### src/logic/tpw_map.svh
// register offsets, field codes, reset values and timing counts
// Functional notes
// - prescaler select picks one of four clocks
// - count clock select zero counts operation clock
// - leader flag zero means slave channel
// - trigger source 111 uses leader up/down
// - third channel count mode 0100 one-count
// - low mode bit allows retrigger while counting
// - output enable gives pin to timer
// - output mode one means synchronous output
// - configuration one selects synchronous mode two
// - polarity bit inverts output when one
// - dead time enable inserts dead time
// - phase select picks delayed edge
// - rewrite enable holds data until trigger
// - source select picks leader or upper channel
// - rewrite on leader start at peak
// - interrupt monitor zero ignores upper channel interrupt
// - second channel mode 1001 up/down triangle
// - second channel at 0001 interrupts, resets output
`ifndef TPW_MAP_SVH
`define TPW_MAP_SVH
`define TPW_ADDR_W        4
`define TPW_OFS_MODE2     4'h0
`define TPW_OFS_MODE3     4'h1
`define TPW_OFS_OUTCTL    4'h2
`define TPW_OFS_RWCTL     4'h3
`define TPW_OFS_DATA2     4'h4
`define TPW_OFS_DATA3     4'h5
`define TPW_OFS_DTIME     4'h6
`define TPW_OFS_CNT2      4'h7
`define TPW_OFS_CNT3      4'h8
`define TPW_OFS_STATUS    4'h9
`define TPW_OFS_CTRL      4'hA
`define TPW_MODE_RST      16'h0000
`define TPW_OUTCTL_RST    16'h0000
`define TPW_RWCTL_RST     16'h0000
`define TPW_DATA_RST      16'h0000
`define TPW_DTIME_RST     16'h0000
`define TPW_CNT_PEAK_STOP 16'h0001
`define TPW_MD_UPDOWN     4'h9
`define TPW_MD_ONECOUNT   4'h4
`define TPW_STS_LEADER    3'h7
`define TPW_CNT_RELOAD_AT 16'h0000
`endif

### src/logic/tpw_pkg.sv
// types shared by the slave pair
package tpw_pkg;
	typedef struct packed {
		logic [1:0] prescaler_select;        // 15:14
		logic [1:0] spare_hi;                // 13:12 (12 is count clock select)
		logic       leader_channel_flag;     // 11
		logic [2:0] start_trigger_source;    // 10:8
		logic [1:0] capture_overflow_field;  // 7:6
		logic [0:0] spare_lo;                // 5
		logic [3:0] count_mode_field;        // 4:1
		logic       low_mode_bit;            // 0
	} tpw_mode_t;
	// per-channel output control bits, six bits per slave
	typedef struct packed {
		logic output_enable_control;
		logic output_mode_bit;
		logic output_configuration_bit;
		logic output_polarity_bit;
		logic dead_time_enable;
		logic dead_time_phase_select;
	} tpw_outctl_t;
	typedef struct packed {
		logic rewrite_enable;
		logic rewrite_source_select;
		logic rewrite_interrupt_monitor;
	} tpw_rwctl_t;
	typedef struct packed {
		logic [3:0]  addr;
		logic [15:0] wdata;
		logic        wr;
		logic        rd;
	} tpw_bus_t;
	typedef enum logic [0:0] {
		TPW_DIR_DOWN = 1'b0,
		TPW_DIR_UP   = 1'b1
	} tpw_dir_t;
endpackage

### src/logic/tpw_dead_time.sv
// dead-time inserter for one complementary output
`timescale 1ns/100ps
`default_nettype none
module tpw_dead_time #(
	parameter int W = 16
) (
	input  wire logic         core_clk,
	input  wire logic         rstn,
	input  wire logic         tick,
	input  wire logic         enable,
	input  wire logic         phase_sel,
	input  wire logic [W-1:0] dead_cnt,
	input  wire logic         raw,
	output logic              shaped
);
	logic         prev_q;
	logic [W-1:0] cnt_q;
	logic         busy_q;
	logic         out_q;
	// edge that phase select chooses to delay: 0 rising, 1 falling
	wire delayed_edge = phase_sel ? (prev_q & ~raw) : (~prev_q & raw);
	wire start_dt = enable && delayed_edge && (dead_cnt != '0);
	wire dt_done = busy_q && tick && (cnt_q <= W'(1));
	always_ff @(posedge core_clk or negedge rstn) begin
		if (!rstn) begin
			prev_q <= 1'b0;
			cnt_q  <= '0;
			busy_q <= 1'b0;
			out_q  <= 1'b0;
		end else begin
			prev_q <= raw;
			if (start_dt) begin
				busy_q <= 1'b1;
				cnt_q  <= dead_cnt;
			end else if (dt_done) begin
				busy_q <= 1'b0;
				out_q  <= raw;
			end else if (busy_q && tick) begin
				cnt_q <= cnt_q - W'(1);
			end else if (!busy_q) begin
				out_q <= raw;
			end
			if (busy_q && raw != prev_q) begin
				busy_q <= 1'b0;
				out_q  <= raw;
			end
		end
	end
	assign shaped = out_q;
	// a_dt_hold
	a_dt_hold: assert property (@(posedge core_clk) disable iff (!rstn)
		(start_dt && !busy_q) |=> busy_q && out_q == $past(out_q))
		else $error("dead time not held");
endmodule
`default_nettype wire

### src/logic/tpw_slave_pair.sv
// two slave channels of a triangle pwm group with dead time
//
// Our own choices: the plain strobed port and the placing of the registers.
`timescale 1ns/100ps
`default_nettype none
`include "tpw_map.svh"
module tpw_slave_pair #(
	parameter int W = 16
) (
	input  wire logic              core_clk,
	input  wire logic              rstn,
	input  wire tpw_pkg::tpw_bus_t bus,
	output logic [15:0]            rdata,
	input  wire logic [3:0]        presc_tick,
	input  wire logic              leader_updown_trigger,
	input  wire logic              leader_start,
	input  wire logic              upper_rewrite_trigger,
	input  wire logic              upper_interrupt,
	input  wire logic [1:0]        sw_out_level,
	output logic [1:0]             channel_interrupt,
	output logic [1:0]             channel_output_pin
);
	import tpw_pkg::*;
	tpw_mode_t   mode2_q, mode3_q;
	tpw_outctl_t oc2_q, oc3_q;
	tpw_rwctl_t  rw_q;
	logic [W-1:0] data2_q, data3_q, buf2_q, buf3_q, dtime_q;
	logic [W-1:0] cnt2_q, cnt3_q;
	logic         run2_q, run3_q, dir2_q;
	logic         raw2_q, raw3_q;
	logic [1:0]   irq_q;
	logic [15:0]  rdata_q;
	logic [1:0]   shaped;
	logic         run_q;
	// tick of the selected prescaler output
	function automatic logic sel_tick(tpw_mode_t m, logic [3:0] t);
		// prescaler output pick; clock select zero
		sel_tick = t[m.prescaler_select] & ~m.spare_hi[0];
	endfunction
	function automatic logic started(tpw_mode_t m, logic trg);
		started = !m.leader_channel_flag &&
			m.start_trigger_source == `TPW_STS_LEADER && trg;
	endfunction
	wire tick2 = sel_tick(mode2_q, presc_tick);
	wire tick3 = sel_tick(mode3_q, presc_tick);
	wire trg2  = started(mode2_q, leader_updown_trigger);
	wire trg3s = started(mode3_q, leader_updown_trigger);
	wire updown2 = mode2_q.count_mode_field == `TPW_MD_UPDOWN;
	wire onecnt3 = mode3_q.count_mode_field == `TPW_MD_ONECOUNT;
	// peak-stop value on the triangle bottom
	wire hit2 = run2_q && tick2 && updown2 &&
		cnt2_q == W'(`TPW_CNT_PEAK_STOP) && !dir2_q;
	wire zero3 = run3_q && tick3 && cnt3_q == W'(`TPW_CNT_RELOAD_AT);
	// retrigger accepted only with low mode bit
	wire go3 = onecnt3 && (hit2 || trg3s) &&
		(!run3_q || mode3_q.low_mode_bit);
	// rewrite when leader starts while slave runs counting up
	wire at_peak = dir2_q && run2_q;
	wire rw_trig = rw_q.rewrite_source_select ?
		(upper_rewrite_trigger ||
		 (rw_q.rewrite_interrupt_monitor && upper_interrupt)) :
		(leader_start && at_peak);
	wire wr_hit2 = bus.wr && bus.addr == `TPW_OFS_DATA2;
	wire wr_hit3 = bus.wr && bus.addr == `TPW_OFS_DATA3;
	// register writes and buffered data
	always_ff @(posedge core_clk or negedge rstn) begin
		if (!rstn) begin
			mode2_q <= `TPW_MODE_RST;
			mode3_q <= `TPW_MODE_RST;
			oc2_q   <= '0;
			oc3_q   <= '0;
			rw_q    <= '0;
			dtime_q <= W'(`TPW_DTIME_RST);
			buf2_q  <= W'(`TPW_DATA_RST);
			buf3_q  <= W'(`TPW_DATA_RST);
			data2_q <= W'(`TPW_DATA_RST);
			data3_q <= W'(`TPW_DATA_RST);
		end else begin
			if (bus.wr) begin
				unique case (bus.addr)
					`TPW_OFS_MODE2: mode2_q <= bus.wdata;
					`TPW_OFS_MODE3: mode3_q <= bus.wdata;
					`TPW_OFS_OUTCTL: begin
						oc2_q <= bus.wdata[5:0];
						oc3_q <= bus.wdata[13:8];
					end
					`TPW_OFS_RWCTL: rw_q <= bus.wdata[2:0];
					`TPW_OFS_DTIME: dtime_q <= W'(bus.wdata);
					default: ;
				endcase
			end
			if (wr_hit2) buf2_q <= W'(bus.wdata);
			if (wr_hit3) buf3_q <= W'(bus.wdata);
			if (!rw_q.rewrite_enable) begin
				if (wr_hit2) data2_q <= W'(bus.wdata);
				if (wr_hit3) data3_q <= W'(bus.wdata);
			end else if (rw_trig) begin
				data2_q <= wr_hit2 ? W'(bus.wdata) : buf2_q;
				data3_q <= wr_hit3 ? W'(bus.wdata) : buf3_q;
			end
		end
	end
	// second channel triangle counter
	always_ff @(posedge core_clk or negedge rstn) begin
		if (!rstn) begin
			cnt2_q <= '0;
			run2_q <= 1'b0;
			dir2_q <= TPW_DIR_DOWN;
		end else if (trg2 && updown2) begin
			run2_q <= 1'b1;
			cnt2_q <= data2_q;
			dir2_q <= TPW_DIR_DOWN;
		end else if (run2_q && tick2) begin
			if (hit2) begin
				dir2_q <= TPW_DIR_UP;
				cnt2_q <= cnt2_q + W'(1);
			end else if (dir2_q) begin
				cnt2_q <= cnt2_q + W'(1);
			end else begin
				cnt2_q <= cnt2_q - W'(1);
			end
		end
	end
	// third channel one-count counter
	always_ff @(posedge core_clk or negedge rstn) begin
		if (!rstn) begin
			cnt3_q <= '0;
			run3_q <= 1'b0;
		end else if (go3) begin
			run3_q <= 1'b1;
			cnt3_q <= data3_q;
		end else if (zero3) begin
			run3_q <= 1'b0;
		end else if (run3_q && tick3) begin
			cnt3_q <= cnt3_q - W'(1);
		end
	end
	// synchronous set/reset; mode two; reset at hit
	always_ff @(posedge core_clk or negedge rstn) begin
		if (!rstn) begin
			raw2_q <= 1'b0;
			raw3_q <= 1'b0;
			irq_q  <= 2'h0;
			run_q  <= 1'b0;
		end else begin
			irq_q <= {zero3, hit2};
			run_q <= run2_q | run3_q;
			if (oc2_q.output_mode_bit && oc2_q.output_configuration_bit) begin
				if (hit2) raw2_q <= 1'b0;
				else if (zero3) raw2_q <= 1'b1;
			end
			if (oc3_q.output_mode_bit && oc3_q.output_configuration_bit) begin
				if (hit2) raw3_q <= 1'b0;
				else if (zero3) raw3_q <= 1'b1;
			end
		end
	end
	tpw_dead_time #(.W(W)) u_dt2 (
		.core_clk  (core_clk),
		.rstn      (rstn),
		.tick      (tick2),
		.enable    (oc2_q.dead_time_enable),
		.phase_sel (oc2_q.dead_time_phase_select),
		.dead_cnt  (dtime_q),
		.raw       (raw2_q),
		.shaped    (shaped[0])
	);
	tpw_dead_time #(.W(W)) u_dt3 (
		.core_clk  (core_clk),
		.rstn      (rstn),
		.tick      (tick3),
		.enable    (oc3_q.dead_time_enable),
		.phase_sel (oc3_q.dead_time_phase_select),
		.dead_cnt  (dtime_q),
		.raw       (~raw3_q),
		.shaped    (shaped[1])
	);
	assign channel_output_pin[0] = oc2_q.output_enable_control ?
		(shaped[0] ^ oc2_q.output_polarity_bit) : sw_out_level[0];
	assign channel_output_pin[1] = oc3_q.output_enable_control ?
		(shaped[1] ^ oc3_q.output_polarity_bit) : sw_out_level[1];
	assign channel_interrupt = irq_q;
	// read mux, data one cycle later
	always_ff @(posedge core_clk or negedge rstn) begin
		if (!rstn) rdata_q <= 16'h0000;
		else if (bus.rd) begin
			unique case (bus.addr)
				`TPW_OFS_MODE2:  rdata_q <= mode2_q;
				`TPW_OFS_MODE3:  rdata_q <= mode3_q;
				`TPW_OFS_OUTCTL: rdata_q <= {2'h0, oc3_q, 2'h0, oc2_q};
				`TPW_OFS_RWCTL:  rdata_q <= {13'h0000, rw_q};
				`TPW_OFS_DATA2:  rdata_q <= 16'(data2_q);
				`TPW_OFS_DATA3:  rdata_q <= 16'(data3_q);
				`TPW_OFS_DTIME:  rdata_q <= 16'(dtime_q);
				`TPW_OFS_CNT2:   rdata_q <= 16'(cnt2_q);
				`TPW_OFS_CNT3:   rdata_q <= 16'(cnt3_q);
				`TPW_OFS_STATUS: rdata_q <= {12'h000, run_q, dir2_q, run3_q, run2_q};
				default:         rdata_q <= 16'h0000;
			endcase
		end
	end
	assign rdata = rdata_q;
	// a_peak_irq
	a_peak_irq: assert property (@(posedge core_clk) disable iff (!rstn)
		hit2 |=> channel_interrupt[0]) else $error("no irq at 0001");
	// a_peak_turn
	a_peak_turn: assert property (@(posedge core_clk) disable iff (!rstn)
		hit2 |=> dir2_q) else $error("no turn at bottom");
	// a_oc_reset
	a_oc_reset: assert property (@(posedge core_clk) disable iff (!rstn)
		(hit2 && oc2_q.output_mode_bit && oc2_q.output_configuration_bit)
		|=> !raw2_q) else $error("output not reset");
	// a_pin_soft
	a_pin_soft: assert property (@(posedge core_clk) disable iff (!rstn)
		!oc2_q.output_enable_control |-> channel_output_pin[0] == sw_out_level[0])
		else $error("pin not software");
	// a_rw_hold
	a_rw_hold: assert property (@(posedge core_clk) disable iff (!rstn)
		(rw_q.rewrite_enable && !rw_trig) |=> $stable(data2_q))
		else $error("data changed early");
	// a_one_start
	a_one_start: assert property (@(posedge core_clk) disable iff (!rstn)
		(go3) |=> run3_q && cnt3_q == $past(data3_q)) else $error("no start");
	// a_retrig_block
	a_retrig_block: assert property (@(posedge core_clk) disable iff (!rstn)
		(run3_q && !mode3_q.low_mode_bit && !zero3 && tick3) |=>
		cnt3_q == $past(cnt3_q) - W'(1)) else $error("retrigger taken");
	// a_leader_trig
	a_leader_trig: assert property (@(posedge core_clk) disable iff (!rstn)
		(trg2 && updown2) |=> run2_q && !dir2_q) else $error("no slave start");
	// a_rw_peak
	a_rw_peak: assert property (@(posedge core_clk) disable iff (!rstn)
		(rw_q.rewrite_enable && !rw_q.rewrite_source_select &&
		 leader_start && at_peak && !wr_hit2) |=>
		data2_q == $past(buf2_q)) else $error("no rewrite at peak");
endmodule
`default_nettype wire

### config.mk
export PLATFORM = sky130hd
export DESIGN_NAME = tpw_slave_pair
export DESIGN_NICKNAME = d
export VERILOG_FILES = /design/src/logic/tpw_pkg.sv /design/src/logic/tpw_dead_time.sv /design/src/logic/tpw_slave_pair.sv
export VERILOG_INCLUDE_DIRS = /design/src /design/src/logic
export SDC_FILE = /design/constraint.sdc
export NUM_CORES = 1
export LEC_CHECK = 0
export ABC_AREA = 0
export BUFFER_PORTS_ARGS = -buffer_cell sky130_fd_sc_hd__buf_2
export CORE_UTILIZATION = 65
export CTS_CLUSTER_SIZE = 40
export DETAILED_ROUTE_END_ITERATION = 16
export MAX_ROUTING_LAYER = met4
export PLACE_DENSITY = 0.86
export SLEW_MARGIN = 20
export SYNTH_ARGS = -nofsm -noshare
export SYNTH_HDL_FRONTEND = slang
export SYNTH_SLANG_ARGS = --single-unit
### constraint.sdc
create_clock -name core_clk -period 5.1 [get_ports core_clk]
set_input_delay 1.02 -clock core_clk [delete_from_list [all_inputs] [get_ports core_clk]]
set_output_delay 1.02 -clock core_clk [all_outputs]
set_load 0.005 [all_outputs]
==> results.py <==
metrics = {
    "grt": {
        "grt_max_degree": 151,
        "overflow": 0,
        "grt_usage_pct": 37.0,
        "antenna_found_initial": 0,
        "grt_pass1_wl_um": 49800,
        "grt_pass1_vias": 8893,
    },
    "worst_setup_path": {
        "startpoint_type": "primary input",
        "crit_type": "in -> reg",
        "end_kind": "flop",
        "worstPathMaxFanout": 17,
        "cp.arrival_ns": 3.49,
        "crit_required_ns": 5.50,
    },
    "timing": {
        "max_freq_mhz": 324,
        "fin_ws_ns": 2.01,
        "hold_viol": 0,
        "period_needed_ns": 3.09,
        "period_share_pct": 60.5,
        "setup-tns-final_ns": 0,
        "slew-limit-headroom_pct": 38.4,
        "report.final.slew_viol_count": 0,
        "finalSetupViolCount": 0,
        "finClkSkew_ns": 0.00963,
        "tightest_slew_ns": 0.925,
        "rsz0062_at_grt": "no",
    },
    "synth": {
        "syn_area_mm2": 0.0116,
        "synthCells": 1043,
        "yosysSeqAreaShare_pct": 47.5,
        "synth-edff-count": 0,
        "synth_ff_type": "dfrtp_1",
        "synth.distinct_cells": 82,
        "synth-async-reset-ratio_pct": 100,
        "synth.avg_cell_area_um2": 11.2,
        "synth_seq_cells": 221,
        "synthesis.nets": 1089,
        "ys_warn_count": 0,
    },
    "clock_network": {
        "cts_resized": 0,
        "tritoncts": "built",
        "cts_sinks": 221,
        "h-tree-depth": 1,
        "cts_made_buffers": 23,
        "postCtsSetupRepairBufs": 0,
        "clk_path_buf_depth": 3,
        "ctsRootBufferMaster": "clkbuf_16",
        "clk-insertion-delay-late_ns": 0.52,
        "clk_pin_slew_ns": 0.06,
        "ctsHoldBuffers": 0,
    },
    "pwr": {
        "internal_power_uw": 3930,
        "total_power_uw": 5870,
        "netSwitchingFraction_pct": 33.0,
        "ir_worst_vdd_mv": 0.362,
        "seqPwrFrac_pct": 49.5,
        "clkPwrFrac_pct": 27.7,
        "powerDensity_mw_per_mm2": 459,
        "combPwrFrac_pct": 22.8,
        "p_leak_uw": 0.00548,
        "p_switching_uw": 1940,
    },
    "floorplanning": {
        "core-area_mm2": 0.0174,
        "num_rows": 48,
        "die_w_um": 136,
        "die_h_um": 136,
        "start_util_pct": 66.8,
        "die_area_mm2": 0.0184,
        "io_pins": 54,
    },
    "routing": {
        "drtAntennaViolNets": 0,
        "num_vias": 8953,
        "vias_per_cell": 6.80,
        "drcViolationCount": 0,
        "drt-total-wl_um": 31600,
        "dr.pass1.iters": 6,
        "wl_per_cell_um": 24.0,
        "drt_iter0_drc": 1144,
    },
    "final_layout": {
        "fillers": 1153,
        "fin_util_pct": 73.4,
        "layout-drive-gt1-share_pct": 26.9,
        "n_antenna_cell": 0,
        "mostFrequentLayoutCell": "dfrtp_1",
        "nNetsFinal": 1125,
        "mostFrequentLayoutCells": "221 x dfrtp_1, 149 x mux2_2, 85 x nor2_1",
        "area_delta_synth_final_pct": 9.81,
    },
    "placed_design": {
        "hpwl_um": 21600,
        "pre_cts_ws_ns": 1.56,
        "globalplace.congestion": 0.958,
        "io_buffers": 53,
    },
    "job": {
        "drv_cap": 0,
    },
    "outcome": {
        "outcome": "finished clean",
    },
    "min_path": {
        "hp-class": "in -> async",
    },
}
==> power groups by stage <==
stage,Sequential [uW],Combinational [uW],Clock [uW]
3_5_place_dp,2890,1310,0
6_report,2910,1340,1630
2_1_floorplan,2640,1040,0
5_1_grt,2950,1470,1700
4_1_cts,2870,1330,1640
3_3_place_gp,2870,1240,0
==> routing by layer <==
layer  vias up  track usage (%)  share of wire (%)
met4         0             17.7                5.5
met1      4452             48.0                 39
met5         -                -                  0
met3       124             8.75                9.7
met2       475             54.7                 46
li1       3902                -                  -
==> final cells by class <==
class	instances	area, um^2	area share, %
inverters	33	124	0.969
clock inverters	4	45.0	0.352
well taps	225	282	2.20
repair buffers	63	383	3.00
multi-input cells	737	5750	45.0
clock buffers	34	667	5.22
flip-flops and latches	221	5530	43.3
==> Yosys cell counts (8+ instances only) <==
cell,count,share of area [%]
inv_1,33,1.1
a22oi_1,13,0.84
mux2i_1,26,2.2
mux2_4,9,1.2
o22ai_1,15,0.81
a21oi_1,65,2.8
nand2_1,58,1.9
a222oi_1,25,2.2
o21ai_0,11,0.47
xor2_1,23,1.7
mux2_2,149,14
mux2_1,8,0.77
and3_1,9,0.48
and2_1,11,0.59
dfrtp_1,221,48
a221oi_1,11,0.83
clkbuf_1,31,1.0
nor3_1,28,1.2
xnor2_1,25,1.9
ha_1,12,1.3
nand3_1,23,0.99
nor2_1,85,2.7
nor4_1,15,0.81
buf_2,13,0.56
a31oi_1,9,0.48
==> sequential cells by signal, summed over array words and instances, names as in the netlist, 2 cells and up <==
name	count
channel_interrupt	2
buf2_q	16
data2_q	16
mode2_q	16
buf3_q	16
data3_q	16
cnt2_q	16
oc2_q	6
cnt3_q	16
mode3_q	16
u_dt3.cnt_q	16
rdata	16
dtime_q	16
oc3_q	6
rw_q	3
u_dt2.cnt_q	16
==> worst paths after layout <==
path                        startpoint         end  slack [ns]  depth (start not counted)
hold / removal                    rstn  buf3_q[12]        0.42                          1
setup / recovery               bus[21]  data2_q[7]        2.01                          6
min in group core_clk        buf2_q[6]   buf2_q[6]        0.48                          1
hold reg to reg              buf2_q[6]   buf2_q[6]        0.48                          1
setup reg to reg           mode2_q[14]   cnt3_q[8]        2.06                          7
max in group asynchronous         rstn   cnt2_q[4]        3.89                          2
==> kinds of logic (layout without fill, tap and decap cells) <==
group                      count (synthesis)  after routing  share of synthesized area (%)
and+or+nand+nor                          313            313                           15.2
DFF                                      221            221                           47.5
muxes                                    194            194                           19.0
AOI/OAI and AO/OA                        170            170                           10.2
buffers and inverters                     85            134                           3.18
xor gates and xnor gates                  48             48                           3.61
adders and majority gates                 12             12                           1.29
==> metrics by stage <==
step / instances / area (um^2) / hold slack (ns)
2_1_floorplan: 1043 / 11600 / 0.439
3_5_place_dp: 1278 / 12000 / 0.475
4_1_cts: 1316 / 12700 / 0.486
5_1_grt: 1317 / 12800 / 0.470
3_3_place_gp: 1278 / 12000 / 0.465
6_report: 1317 / 12800 / 0.422
==> worst max-delay path, stage by stage <==
cell and delay [ns]:
buf_2 0.18, nand2b_4 0.19, nor3_4 0.58, nand2_4 0.30
o21ai_2 0.78, mux2_2 0.43
Note: power is estimated with default switching activity, not from simulation.
